$ cat config.mk
export PLATFORM = sky130hd
export DESIGN_NAME = anpd_monitor
export DESIGN_NICKNAME = d
export VERILOG_FILES = /design/src/design/anpd_pkg.sv /design/src/design/anpd_progress.sv /design/src/design/anpd_monitor.sv
export VERILOG_INCLUDE_DIRS = /design/src /design/src/design
export SDC_FILE = /design/constraint.sdc
export NUM_CORES = 1
export LEC_CHECK = 0
export BUFFER_PORTS_ARGS = -buffer_cell sky130_fd_sc_hd__clkbuf_2
export CAP_MARGIN = 5
export CORE_MARGIN = 2
export CORE_UTILIZATION = 57
export CTS_BUF_LIST = sky130_fd_sc_hd__clkbuf_16
export DETAILED_ROUTE_END_ITERATION = 8
export PLACE_DENSITY_LB_ADDON = 0.1
export SYNTH_ARGS = -nofsm -noshare
export SYNTH_HDL_FRONTEND = slang
export SYNTH_SLANG_ARGS = --single-unit
$ cat constraint.sdc
create_clock -name mclk_in -period 2.9 [get_ports mclk_in]
set_clock_uncertainty 0.2 [all_clocks]
set_input_delay 0.29 -clock mclk_in [delete_from_list [all_inputs] [get_ports mclk_in]]
set_output_delay 0.29 -clock mclk_in [all_outputs]
set_load 0.01 [all_outputs]
$ cat src/design/anpd_defs.svh
`ifndef ANPD_DEFS_SVH
`define ANPD_DEFS_SVH

// Clock and timing.
`define ANPD_CLK_PERIOD_PS 5000
`define ANPD_RESP_WAIT_US 50
`define ANPD_RESP_WAIT_CYC ((`ANPD_RESP_WAIT_US * 1000000) / `ANPD_CLK_PERIOD_PS)
`define ANPD_WAIT_W 24

// Management register numbers.
`define ANPD_ADDR_W 5
`define ANPD_DATA_W 16
`define ANPD_REG_CTRL 5'h00
`define ANPD_REG_STAT 5'h01
`define ANPD_REG_ADV 5'h04
`define ANPD_REG_PART 5'h05
`define ANPD_REG_EXP 5'h06
`define ANPD_REG_CONS 5'h11
`define ANPD_REG_XSTAT 5'h13

// Control register fields.
`define ANPD_CTRL_SOFT_RESET 15
`define ANPD_CTRL_AN_ENABLE 12
`define ANPD_CTRL_RESTART 9

// Status register fields.
`define ANPD_STAT_COMPLETE 5
`define ANPD_STAT_RFAULT 4
`define ANPD_STAT_LINK 2

// Advertisement and partner ability fields.
`define ANPD_ABIL_RFAULT 13
`define ANPD_ABIL_TECH_HI 8
`define ANPD_ABIL_TECH_LO 5
`define ANPD_ADV_SELECTOR 5'h01
`define ANPD_ADV_TECH_RESET 4'hF

// Expansion register fields.
`define ANPD_EXP_PD_FAULT 4
`define ANPD_EXP_PARTNER_NEG 0

// Consolidated status register fields.
`define ANPD_CONS_SPEED 15
`define ANPD_CONS_DUPLEX 14
`define ANPD_CONS_PROG_HI 13
`define ANPD_CONS_PROG_LO 11
`define ANPD_CONS_COMPLETE 4
`define ANPD_CONS_NO_SIGNAL 3
`define ANPD_CONS_RFAULT 1
`define ANPD_CONS_LINK 0

// Extra status register fields.
`define ANPD_XSTAT_RFAULT 13

// Technology one-hot bits within the four-bit ability field.
`define ANPD_TECH_10HD 4'h1
`define ANPD_TECH_10FD 4'h2
`define ANPD_TECH_100HD 4'h4
`define ANPD_TECH_100FD 4'h8
`define ANPD_TECH_NONE 4'h0

// Progress codes.
`define ANPD_CODE_IDLE 4'h0
`define ANPD_CODE_TX_DISABLE 4'h1
`define ANPD_CODE_ABILITY 4'h2
`define ANPD_CODE_ACK 4'h3
`define ANPD_CODE_COMPLETE_ACK 4'h4
`define ANPD_CODE_PD_WAIT 4'h5
`define ANPD_CODE_LINK_CHECK 4'h6
`define ANPD_CODE_PD_FAULT 4'h7
`define ANPD_CODE_LINK_GOOD 4'h8
`define ANPD_CODE_DONE 4'hF

`endif

$ cat src/design/anpd_pkg.sv
`include "anpd_defs.svh"

package anpd_pkg;

  typedef enum logic [3:0] {
    ST_IDLE,
    ST_TX_DISABLE,
    ST_ABILITY,
    ST_ACK,
    ST_COMPLETE_ACK,
    ST_PD_WAIT,
    ST_LINK_CHECK,
    ST_PD_FAULT,
    ST_LINK_GOOD
  } anpd_state_t;

  typedef struct packed {
    logic rd;
    logic wr;
    logic [`ANPD_ADDR_W-1:0] addr;
    logic [`ANPD_DATA_W-1:0] wdata;
  } anpd_bus_req_t;

  typedef struct packed {
    logic flp_seen;
    logic nlp_seen;
    logic idle_seen;
    logic energy_seen;
    logic link_up;
    logic partner_rf;
    logic local_fault;
    logic [3:0] partner_tech;
  } anpd_line_t;

endpackage

$ cat src/design/anpd_progress.sv
`timescale 1ns/1ps
`include "anpd_defs.svh"

module anpd_progress
  import anpd_pkg::*;
(
  input wire logic mclk_in,
  input wire logic resetn_in,
  input wire logic clear_in,
  input wire logic read_in,
  input wire logic done_in,
  input wire logic [3:0] present_in,
  output logic [3:0] held_out
);

  logic frozen;

  // A read takes the present code; the old value was already sampled by the reader.
  always_ff @(posedge mclk_in or negedge resetn_in)
  begin
    if (!resetn_in)
    begin
      held_out <= `ANPD_CODE_IDLE;
      frozen <= 1'b0;
    end
    else if (clear_in)
    begin
      held_out <= `ANPD_CODE_IDLE;
      frozen <= 1'b0;
    end
    else if (read_in)
    begin
      held_out <= present_in;
      frozen <= 1'b0;
    end
    else if (frozen)
    begin
      held_out <= held_out;
    end
    else if (done_in)
    begin
      held_out <= `ANPD_CODE_DONE;
      frozen <= 1'b1;
    end
    else if (present_in > held_out)
    begin
      held_out <= present_in;
    end
  end

endmodule

$ cat src/design/anpd_monitor.sv
`timescale 1ns/1ps
`include "anpd_defs.svh"

// Functional notes
// - No FLP answer clears partner-negotiates flag
// - Parallel detect sets 10HD or 100HD ability bit
// - Completion sets complete, enables only detected technology
// - Only normal link pulses selects 10Base-T
// - Scrambled idles select non-negotiating 100Base-TX
// - FLP answer sets partner-negotiates flag
// - No receive signal sets signal-detect bit
// - Several indications: no technology, set fault
// - Partner remote fault sets all remote-fault bits but the advertised one
// - Local link fault signalled and advertised
// - Negotiate at power-up and on request
// - Any reset idles machines, clears progress
// - Restart idles machines, keeps progress bits
// - After completion only read or reset change progress
// - Restart on link fail, restart bit, enable toggle
// - Speed, duplex, link, complete in consolidated register
// - Progress code is 17.4 then 17.13:11
// - Progress codes are 0h to 8h and Fh
// - Progress latches only a greater state
// - Read returns old code, then loads present
// - After success read Fh, then 8h
module anpd_monitor
  import anpd_pkg::*;
#(
  parameter int unsigned RESP_WAIT_CYC = `ANPD_RESP_WAIT_CYC
)
(
  input wire logic mclk_in,
  input wire logic resetn_in,
  input wire anpd_bus_req_t bus_in,
  output logic [`ANPD_DATA_W-1:0] rdata_out,
  input wire anpd_line_t line_in,
  output logic [3:0] tech_enable_out,
  output logic remote_fault_tx_out
);

  localparam logic [`ANPD_WAIT_W-1:0] WAIT_LAST = `ANPD_WAIT_W'(RESP_WAIT_CYC - 1);

  anpd_state_t state;
  logic an_enable;
  logic restart_req;
  logic soft_reset;
  logic start_pending;
  logic [`ANPD_WAIT_W-1:0] wait_cnt;
  logic [3:0] adv_tech;
  logic [3:0] partner_tech;
  logic [3:0] res_tech;
  logic partner_neg;
  logic pd_fault;
  logic rf_flag;
  logic complete;
  logic no_signal;
  logic done_pulse;
  logic [3:0] held_code;
  logic wr_ctrl;
  logic wr_adv;
  logic rd_stat;
  logic rd_cons;
  logic link_fail;
  logic restart_take;
  logic enable_rise;
  logic restart_evt;
  logic wait_over;
  logic [3:0] present_code;

  // Several technology indications at once cannot be resolved.
  function automatic logic multi_ind(input anpd_line_t ln);
    multi_ind = (ln.flp_seen & ln.nlp_seen) | (ln.flp_seen & ln.idle_seen) |
                (ln.nlp_seen & ln.idle_seen);
  endfunction

  // Highest-priority technology of a set, one-hot.
  function automatic logic [3:0] tech_best(input logic [3:0] t);
    if ((t & `ANPD_TECH_100FD) != `ANPD_TECH_NONE)
      tech_best = `ANPD_TECH_100FD;
    else if ((t & `ANPD_TECH_100HD) != `ANPD_TECH_NONE)
      tech_best = `ANPD_TECH_100HD;
    else if ((t & `ANPD_TECH_10FD) != `ANPD_TECH_NONE)
      tech_best = `ANPD_TECH_10FD;
    else if ((t & `ANPD_TECH_10HD) != `ANPD_TECH_NONE)
      tech_best = `ANPD_TECH_10HD;
    else
      tech_best = `ANPD_TECH_NONE;
  endfunction

  function automatic logic [3:0] state_code(input anpd_state_t s);
    unique case (s)
      ST_IDLE: state_code = `ANPD_CODE_IDLE;
      ST_TX_DISABLE: state_code = `ANPD_CODE_TX_DISABLE;
      ST_ABILITY: state_code = `ANPD_CODE_ABILITY;
      ST_ACK: state_code = `ANPD_CODE_ACK;
      ST_COMPLETE_ACK: state_code = `ANPD_CODE_COMPLETE_ACK;
      ST_PD_WAIT: state_code = `ANPD_CODE_PD_WAIT;
      ST_LINK_CHECK: state_code = `ANPD_CODE_LINK_CHECK;
      ST_PD_FAULT: state_code = `ANPD_CODE_PD_FAULT;
      ST_LINK_GOOD: state_code = `ANPD_CODE_LINK_GOOD;
      default: state_code = `ANPD_CODE_IDLE;
    endcase
  endfunction

  assign wr_ctrl = bus_in.wr && (bus_in.addr == `ANPD_REG_CTRL);
  assign wr_adv = bus_in.wr && (bus_in.addr == `ANPD_REG_ADV);
  assign rd_stat = bus_in.rd && (bus_in.addr == `ANPD_REG_STAT);
  assign rd_cons = bus_in.rd && (bus_in.addr == `ANPD_REG_CONS);
  assign present_code = state_code(state);
  assign wait_over = (wait_cnt == WAIT_LAST);
  assign link_fail = (state == ST_LINK_GOOD) && !line_in.link_up;
  assign restart_take = restart_req && an_enable;
  assign enable_rise = wr_ctrl && !an_enable && bus_in.wdata[`ANPD_CTRL_AN_ENABLE];
  assign restart_evt = link_fail || restart_take || enable_rise;

  // Control register: enable, self-clearing restart and software reset.
  always_ff @(posedge mclk_in or negedge resetn_in)
  begin
    if (!resetn_in)
    begin
      an_enable <= 1'b1;
      soft_reset <= 1'b0;
    end
    else if (soft_reset)
    begin
      an_enable <= 1'b1;
      soft_reset <= 1'b0;
    end
    else
    begin
      soft_reset <= wr_ctrl && bus_in.wdata[`ANPD_CTRL_SOFT_RESET];
      if (wr_ctrl)
        an_enable <= bus_in.wdata[`ANPD_CTRL_AN_ENABLE];
    end
  end

  // A fresh write of the restart bit beats the clearing by the machine.
  always_ff @(posedge mclk_in or negedge resetn_in)
  begin
    if (!resetn_in)
      restart_req <= 1'b0;
    else if (soft_reset)
      restart_req <= 1'b0;
    else if (wr_ctrl && bus_in.wdata[`ANPD_CTRL_RESTART])
      restart_req <= 1'b1;
    else if (restart_take || !an_enable)
      restart_req <= 1'b0;
  end

  // Advertised technologies.
  always_ff @(posedge mclk_in or negedge resetn_in)
  begin
    if (!resetn_in)
      adv_tech <= `ANPD_ADV_TECH_RESET;
    else if (soft_reset)
      adv_tech <= `ANPD_ADV_TECH_RESET;
    else if (wr_adv)
      adv_tech <= bus_in.wdata[`ANPD_ABIL_TECH_HI:`ANPD_ABIL_TECH_LO];
  end

  // Request to start a negotiation, pending until the machine leaves idle.
  always_ff @(posedge mclk_in or negedge resetn_in)
  begin
    if (!resetn_in)
      start_pending <= 1'b1;
    else if (soft_reset || restart_evt)
      start_pending <= 1'b1;
    else if (state == ST_IDLE && an_enable)
      start_pending <= 1'b0;
  end

  // Arbitration state machine; restart and reset both return it to idle.
  always_ff @(posedge mclk_in or negedge resetn_in)
  begin
    if (!resetn_in)
      state <= ST_IDLE;
    else if (soft_reset || restart_evt || !an_enable)
      state <= ST_IDLE;
    else
    begin
      unique case (state)
        ST_IDLE:
        begin
          if (start_pending)
            state <= ST_TX_DISABLE;
        end
        ST_TX_DISABLE:
          state <= ST_ABILITY;
        ST_ABILITY:
        begin
          if (multi_ind(line_in))
            state <= ST_PD_FAULT;
          else if (line_in.flp_seen)
            state <= ST_ACK;
          else if (line_in.nlp_seen || line_in.idle_seen)
            state <= ST_PD_WAIT;
          else if (wait_over)
            state <= ST_TX_DISABLE;
        end
        ST_ACK:
          state <= ST_COMPLETE_ACK;
        ST_COMPLETE_ACK:
          state <= ST_LINK_CHECK;
        ST_LINK_CHECK:
        begin
          if (line_in.link_up)
            state <= ST_LINK_GOOD;
          else if (wait_over)
            state <= ST_TX_DISABLE;
        end
        ST_PD_WAIT:
        begin
          if (multi_ind(line_in))
            state <= ST_PD_FAULT;
          else if (line_in.link_up)
            state <= ST_LINK_GOOD;
          else if (wait_over)
            state <= ST_TX_DISABLE;
        end
        ST_PD_FAULT:
          state <= ST_PD_FAULT;
        ST_LINK_GOOD:
          state <= ST_LINK_GOOD;
      endcase
    end
  end

  // Wait timer, running while the machine listens for an answer.
  always_ff @(posedge mclk_in or negedge resetn_in)
  begin
    if (!resetn_in)
      wait_cnt <= '0;
    else if (state == ST_ABILITY || state == ST_LINK_CHECK || state == ST_PD_WAIT)
      wait_cnt <= wait_over ? '0 : wait_cnt + `ANPD_WAIT_W'(1);
    else
      wait_cnt <= '0;
  end

  // Partner classification from the answer to the bursts.
  always_ff @(posedge mclk_in or negedge resetn_in)
  begin
    if (!resetn_in)
    begin
      partner_neg <= 1'b0;
      partner_tech <= `ANPD_TECH_NONE;
      res_tech <= `ANPD_TECH_NONE;
    end
    else if (soft_reset)
    begin
      partner_neg <= 1'b0;
      partner_tech <= `ANPD_TECH_NONE;
      res_tech <= `ANPD_TECH_NONE;
    end
    else if (state == ST_ABILITY && !multi_ind(line_in))
    begin
      if (line_in.flp_seen)
      begin
        partner_neg <= 1'b1;
        partner_tech <= line_in.partner_tech;
        res_tech <= tech_best(adv_tech & line_in.partner_tech);
      end
      else if (line_in.nlp_seen)
      begin
        partner_neg <= 1'b0;
        partner_tech <= `ANPD_TECH_10HD;
        res_tech <= `ANPD_TECH_10HD;
      end
      else if (line_in.idle_seen)
      begin
        partner_neg <= 1'b0;
        partner_tech <= `ANPD_TECH_100HD;
        res_tech <= `ANPD_TECH_100HD;
      end
    end
  end

  // Completion and fault flags, and the done pulse for the progress code.
  always_ff @(posedge mclk_in or negedge resetn_in)
  begin
    if (!resetn_in)
    begin
      complete <= 1'b0;
      pd_fault <= 1'b0;
      done_pulse <= 1'b0;
    end
    else if (soft_reset || restart_evt)
    begin
      complete <= 1'b0;
      pd_fault <= 1'b0;
      done_pulse <= 1'b0;
    end
    else
    begin
      done_pulse <= (state != ST_LINK_GOOD) && (state_code(state) != `ANPD_CODE_LINK_GOOD) &&
                    (state == ST_LINK_CHECK || state == ST_PD_WAIT) && line_in.link_up &&
                    !multi_ind(line_in);
      if (state == ST_LINK_GOOD)
        complete <= 1'b1;
      if (state == ST_PD_FAULT)
        pd_fault <= 1'b1;
    end
  end

  // Partner remote fault: sticky, cleared by reading status, set wins.
  always_ff @(posedge mclk_in or negedge resetn_in)
  begin
    if (!resetn_in)
      rf_flag <= 1'b0;
    else if (line_in.partner_rf)
      rf_flag <= 1'b1;
    else if (soft_reset || rd_stat)
      rf_flag <= 1'b0;
  end

  always_ff @(posedge mclk_in or negedge resetn_in)
  begin
    if (!resetn_in)
    begin
      no_signal <= 1'b1;
      remote_fault_tx_out <= 1'b0;
      tech_enable_out <= `ANPD_TECH_NONE;
    end
    else
    begin
      no_signal <= !line_in.energy_seen;
      remote_fault_tx_out <= line_in.local_fault;
      tech_enable_out <= (state == ST_LINK_GOOD) ? res_tech : `ANPD_TECH_NONE;
    end
  end

  anpd_progress u_progress (
    .mclk_in(mclk_in),
    .resetn_in(resetn_in),
    .clear_in(soft_reset),
    .read_in(rd_cons),
    .done_in(done_pulse),
    .present_in(present_code),
    .held_out(held_code)
  );

  // Read data stand in the cycle after the read strobe only.
  always_ff @(posedge mclk_in or negedge resetn_in)
  begin
    if (!resetn_in)
      rdata_out <= '0;
    else if (!bus_in.rd)
      rdata_out <= '0;
    else
    begin
      rdata_out <= '0;
      unique case (bus_in.addr)
        `ANPD_REG_CTRL:
        begin
          rdata_out[`ANPD_CTRL_AN_ENABLE] <= an_enable;
          rdata_out[`ANPD_CTRL_RESTART] <= restart_req;
        end
        `ANPD_REG_STAT:
        begin
          rdata_out[`ANPD_STAT_COMPLETE] <= complete;
          rdata_out[`ANPD_STAT_RFAULT] <= rf_flag;
          rdata_out[`ANPD_STAT_LINK] <= line_in.link_up;
        end
        `ANPD_REG_ADV:
        begin
          rdata_out[`ANPD_ABIL_RFAULT] <= remote_fault_tx_out;
          rdata_out[`ANPD_ABIL_TECH_HI:`ANPD_ABIL_TECH_LO] <= adv_tech;
          rdata_out[4:0] <= `ANPD_ADV_SELECTOR;
        end
        `ANPD_REG_PART:
        begin
          rdata_out[`ANPD_ABIL_RFAULT] <= rf_flag;
          rdata_out[`ANPD_ABIL_TECH_HI:`ANPD_ABIL_TECH_LO] <= partner_tech;
        end
        `ANPD_REG_EXP:
        begin
          rdata_out[`ANPD_EXP_PD_FAULT] <= pd_fault;
          rdata_out[`ANPD_EXP_PARTNER_NEG] <= partner_neg;
        end
        `ANPD_REG_CONS:
        begin
          rdata_out[`ANPD_CONS_SPEED] <= (res_tech[3:2] != 2'h0) && complete;
          rdata_out[`ANPD_CONS_DUPLEX] <= (res_tech[3] | res_tech[1]) && complete;
          rdata_out[`ANPD_CONS_PROG_HI:`ANPD_CONS_PROG_LO] <= held_code[2:0];
          rdata_out[`ANPD_CONS_COMPLETE] <= held_code[3];
          rdata_out[`ANPD_CONS_NO_SIGNAL] <= no_signal;
          rdata_out[`ANPD_CONS_RFAULT] <= rf_flag;
          rdata_out[`ANPD_CONS_LINK] <= line_in.link_up;
        end
        `ANPD_REG_XSTAT:
          rdata_out[`ANPD_XSTAT_RFAULT] <= rf_flag;
        default:
          rdata_out <= '0;
      endcase
    end
  end

endmodule

==> impl_metrics.yaml, run 1 <==
critical_path:
  cp-end-kind: "flop"
  startpoint_type: "flop"
  crit_buf_inv: 2
  cp_slowest_cell: "a2111oi_4"
  crit_arrival_ns: 2.65
  max_stage_delay_ns: 0.41
  crit_top_cell: "inv_1"
  critPathMaxFanout: 6
  crit_chain: "inv_1 > nand2_1 > inv_1 > ha_1 > nor2b_1 > o211ai_1 > a21oi_1 > a2111oi_4 > mux2_2"
  critPathKind: "flop to flop"
  worstPathRequired_ns: 2.92
  crit_family: "compound AO/OA/AOI/OAI gates"
synthesis:
  synth_ff_type: "dfrtp_1"
  ys_seq_area_frac: 0.503
  synth_seq_cells: 75
  yosysWarnings: 0
  syn-num-nets: 431
  synth_cell_type_count: 55
  synthesis.area_um2: 3750
  synth-edff-count: 0
  async_flop_share: 1.00
  netlist_instances: 390
  synth.avg_cell_area_um2: 9.61
route:
  wl_mm: 8.17
  avgRoutedWirePerCell_um: 15.4
  first_iter_violations: 196
  firstDrtPassIters: 5
  ant_nets: 0
  route.detailed.drc: 0
  via_per_inst: 5.74
  vias: 3043
timing:
  final.period_utilization: 0.908
  finalSetupViolCount: 0
  clock.fmax_mhz: 380
  worst_pin_slew_ns: 0.921
  fin_crit_ns: 2.63
  report.final.slew_viol_count: 0
  rsz0062_at_grt: "no"
  whs_ns: 0.0153
  hold_viol_final: 0
  slew_headroom: 0.386
  fin_setup_tns_ns: 0
floorplan:
  num_io_pins: 57
  start_util: 0.590
  core_um2: 6350
  die_h_um: 85.1
  die-area_um2: 7240
  rows: 29
  die-width_um: 85.1
cells_and_area:
  drive_gt1_frac: 0.192
  finalNetCount: 489
  final_util: 0.701
  final_common_cell: "dfrtp_1"
  antenna_cells: 0
  ff_latch_area_um2: 1890
  syn_to_final_growth_pct: 18.7
  layout.cells.non_filler: 530
  multi_input_area_um2: 1730
  final_cell_mix: "dfrtp_1 (68), nor2_1 (56), clkbuf_2 (45)"
  num-fill-cells: 484
power_and_ir_drop:
  powerDensity_nw_per_um2: 561
  power.total_w: 0.00249
  peakVddDrop_uv: 437
  p_leak_nw: 2.03
clock_network:
  cts_setup_buffers: 0
  clkSlewWorstSetupHoldPaths_ns: 0.06
  root_buffer: "clkbuf_16"
  cts_tree: "built"
  htreeDepth: 3
  clk_latency_ns: 0.33
  clockBufferDepth: 2
  cts_buffers: 9
  clkSinkCount: 75
global_routing:
  grt_pass1_vias: 2949
  grt_pass1_wl_mm: 13.7
  grt_overflow: 0
  grt_max_degree: 76
  grt_usage: 0.240
  antenna_found_initial: 0
run:
  drv_cap: 0
place:
  numPortBuffers: 46
  hpwlAfterDp_mm: 5.55
  place.gp.congestion: 0.891
  place_inst: 505
hold_path:
  hold_class: "primary input to flop"
outcome:
  status: "finished clean"
[worst register-to-register path: stages, from the launching register on]
cell,delay (ns)
dfrtp_1,0.37
inv_1,0.13
nand2_1,0.14
inv_1,0.16
ha_1,0.26
nor2b_1,0.14
o211ai_1,0.18
a21oi_1,0.13
a2111oi_4,0.41
mux2_2,0.39
[logic make-up (layout without fill, tap and decap cells)]
group,after synthesis,in the layout,share of synthesized area
compound gates,54,54,0.101
xor+xnor,23,23,0.0537
fa+ha+maj,6,6,0.0194
buf+inv,29,92,0.0350
flops,75,75,0.503
mux,9,9,0.0257
other cells,1,1,0.00100
simple gates,193,193,0.261
[per-layer routing]
metal / global-route usage / up-vias / share of wire
li1: - / 1468 / -
met1: 0.341 / 1462 / 0.47
met2: 0.355 / 95 / 0.46
met3: 0.0613 / 18 / 0.056
met4: 0.0909 / 0 / 0.017
met5: 0 / - / 0
[flip-flops by register name, summed over array words and instances (netlist names), 4 cells and up]
signal	flops
partner_tech	4
tech_enable_out	4
rdata_out	15
u_progress.held_out	4
adv_tech	4
wait_cnt	24
state	4
res_tech	4
[cell usage after synthesis, types with 7 or more instances]
cell,instances,share of area
nor3_1,11,0.015
clkbuf_1,8,0.0080
a21oi_1,17,0.023
o21ai_0,11,0.015
nand4_1,11,0.018
nor2b_1,9,0.015
and3_1,11,0.018
dfstp_2,7,0.049
dfrtp_1,68,0.45
xor2_1,13,0.030
nor2_1,56,0.056
nand3_1,26,0.035
inv_1,13,0.013
nand2_1,38,0.038
xnor2_1,10,0.023
[timing repair]
action                                 CTS  global route
setup endpoints to repair                0             0
gates resized for setup                  0             0
hold buffers                             9             0
endpoints found under the hold margin   76             0
[through the flow]
stage / instance area [um2] / setup WS [ns]
floorplan: 3750 / 0.318
global placement: 4050 / 0.408
detailed placement: 4050 / 0.332
CTS: 4450 / 0.312
global route: 4450 / 0.128
finish: 4450 / 0.265
[cell type report]
type	count	share of cell area
Clock inverter	7	0.0188
Inverter	14	0.0118
Multi-Input combinational cell	286	0.389
Sequential cell	75	0.424
Clock buffer	9	0.0506
Tap cell	77	0.0216
Timing Repair Buffer	62	0.0843
[final timing paths]
kind | from | to | slack (ns) | depth (start not counted)
max | state[3] | u_progress.held_out[3] | 0.27 | 9
min | bus_in[9] | restart_req | 0.02 | 2
max reg2reg | state[3] | u_progress.held_out[3] | 0.27 | 9
min reg2reg | wait_cnt[0] | wait_cnt[0] | 0.28 | 1
max in group asynchronous | resetn_in | wait_cnt[8] | 1.46 | 2
min in group asynchronous | resetn_in | wait_cnt[21] | 0.41 | 2
[power by group]
group	total, W	switching, W	internal [W]	leakage, nW
logic	0.000199	0.000115	0.0000837	0.865
clock network	0.00117	0.000425	0.000742	0.152
registers	0.00113	0.0000345	0.00109	1.01
Note: power is estimated with default switching activity, not from simulation.
==> run 2, diff against run 1 <==
--- a/config.mk
+++ b/config.mk
@@ -12,7 +12,7 @@
 export CORE_UTILIZATION = 57
 export CTS_BUF_LIST = sky130_fd_sc_hd__clkbuf_16
 export DETAILED_ROUTE_END_ITERATION = 8
-export PLACE_DENSITY_LB_ADDON = 0.1
+export PLACE_DENSITY = 0.8
 export SYNTH_ARGS = -nofsm -noshare
 export SYNTH_HDL_FRONTEND = slang
 export SYNTH_SLANG_ARGS = --single-unit
==> impl_metrics.yaml, run 2 (synthesis gave the netlist of run 1 again) <==
timing:
  worst_pin_slew_ns: 0.911
  fin_crit_ns: 2.73
  finalSetupViolCount: 0
  clock.fmax_mhz: 367
  final.period_utilization: 0.940
  fin_setup_tns_ns: 0
  hold_viol_final: 0
  report.final.slew_viol_count: 0
  rsz0062_at_grt: "no"
  slew_headroom: 0.393
power_and_ir_drop:
  power_frac_seq: 0.490
  combPwrFrac: 0.087
  powerDensity_nw_per_um2: 525
  switching_share: 0.243
  peakVddDrop_uv: 375
  power_frac_clock: 0.424
  p_leak_nw: 2.00
  internal-power_w: 0.00174
  p_switching_w: 0.000561
global_routing:
  grt_pass1_wl_mm: 13.9
  grt_usage: 0.248
  grt_pass1_vias: 2913
  grt_overflow: 0
  antenna_found_initial: 0
  grt_max_degree: 76
floorplan:
  die_h_um: 85.1
  rows: 29
  die-area_um2: 7240
  die-width_um: 85.1
  num_io_pins: 57
  core_um2: 6350
  start_util: 0.590
clock_network:
  cts_tree: "built"
  root_buffer: "clkbuf_16"
  clkSinkCount: 75
  clkSlewWorstSetupHoldPaths_ns: 0.06
  cts_buffers: 9
  clockBufferDepth: 2
  cts_setup_buffers: 0
  htreeDepth: 3
  clk_latency_ns: 0.33
cells_and_area:
  largestRegisters: "wait_cnt (24), rdata_out (15)"
  largest_reg_flops: 24
  layout.cells.non_filler: 529
  num-fill-cells: 510
  antenna_cells: 0
  final_util: 0.692
  regMostFlops: "wait_cnt"
  syn_to_final_growth_pct: 17.2
  final_common_cell: "dfrtp_1"
  multi_input_area_um2: 1730
  final_cell_area_um2: 4390
  final_cell_mix: "dfrtp_1 (68), nor2_1 (56), clkbuf_2 (45)"
  ff_latch_area_um2: 1890
  drive_gt1_frac: 0.192
  finalNetCount: 488
critical_path:
  startpoint_type: "flop"
  cp-end-kind: "flop"
  reg2reg_slack_ns: 0.17
  critPathKind: "flop to flop"
  r2r-start: "state[1]"
  critPathMaxFanout: 11
  r2r_cells: 8
  r2r-end: "u_progress.held_out[2]"
  crit_arrival_ns: 2.74
  worstPathRequired_ns: 2.92
route:
  wl_mm: 8.36
  ant_nets: 0
  first_iter_violations: 268
  via_per_inst: 5.82
  route.detailed.drc: 0
  avgRoutedWirePerCell_um: 15.8
  vias: 3077
  firstDrtPassIters: 7
place:
  place_inst: 504
  place.gp.congestion: 0.855
  numPortBuffers: 46
  placed_cell_area_um2: 4040
  hpwlAfterDp_mm: 5.92
run:
  drv_cap: 0
hold_path:
  min_from: "bus_in[9]"
  worstHoldEndpoint: "restart_req"
  hold_class: "primary input to flop"
  min_path_cells: 2
outcome:
  status: "finished clean"
## run 2: changes by cell type in the layout (fill, tap and decap cells not counted), sizes merged
cell	change
buf	-1
bufinv	-2
clkinv	+3
inv	-1
## run 2: worst max path at each step
stage                                  end  cells past startpoint  slack, ns      from
floorplan           u_progress.held_out[0]                      7       0.32  state[0]
global placement    u_progress.held_out[0]                      7       0.37  state[1]
global route        u_progress.held_out[2]                      8       0.04  state[1]
CTS                 u_progress.held_out[2]                      8       0.20  state[1]
finish              u_progress.held_out[2]                      8       0.17  state[1]
detailed placement  u_progress.held_out[2]                      8       0.26  state[1]
## run 2: worst max-delay path, cell delays in order (launching register included)
cell and delay, ns:
dfrtp_1 0.52, nand2_1 0.16, inv_1 0.17, ha_1 0.28, nor2b_1 0.14, o211ai_1 0.18
a21oi_1 0.14, a2111oi_4 0.42, mux2_2 0.39
## run 2: cell type report
| type | instances | area share |
|---|---|---|
| repair buffers | 61 | 0.0837 |
| multi-input cells | 286 | 0.394 |
| inverters | 14 | 0.0120 |
| clock buffers | 9 | 0.0513 |
| clock inverters | 7 | 0.00797 |
| well taps | 77 | 0.0219 |
| flip-flops and latches | 75 | 0.429 |
## run 2: power groups by stage
stage / Sequential (W) / Clock, W / Combinational [W]
floorplan: 0.00113 / 0 / 0.000116
global placement: 0.00114 / 0 / 0.000180
detailed placement: 0.00114 / 0 / 0.000188
CTS: 0.00113 / 0.000989 / 0.000200
global route: 0.00113 / 0.00103 / 0.000225
finish: 0.00113 / 0.000976 / 0.000200
## run 2: what timing repair did
action | CTS | global route
hold endpoints to repair | 76 | 0
hold buffers | 9 | 0
endpoints found under the setup margin | 0 | 0
resized for setup | 0 | 0
## run 2: metrics by stage
step	total power, W	hold WS [ns]	worst slack (ns)
floorplan	0.00125	-0.206	0.318
global placement	0.00132	0.199	0.373
detailed placement	0.00133	0.200	0.255
CTS	0.00232	0.0128	0.200
global route	0.00239	0.0341	0.0425
finish	0.00230	0.0229	0.174
## run 2: layer usage
metal	vias up	GRT usage	wire length [um]
li1	1474	-	-
met1	1477	0.354	3750
met2	107	0.366	3930
met3	19	0.0418	460
met4	0	0.128	221
met5	-	0	0
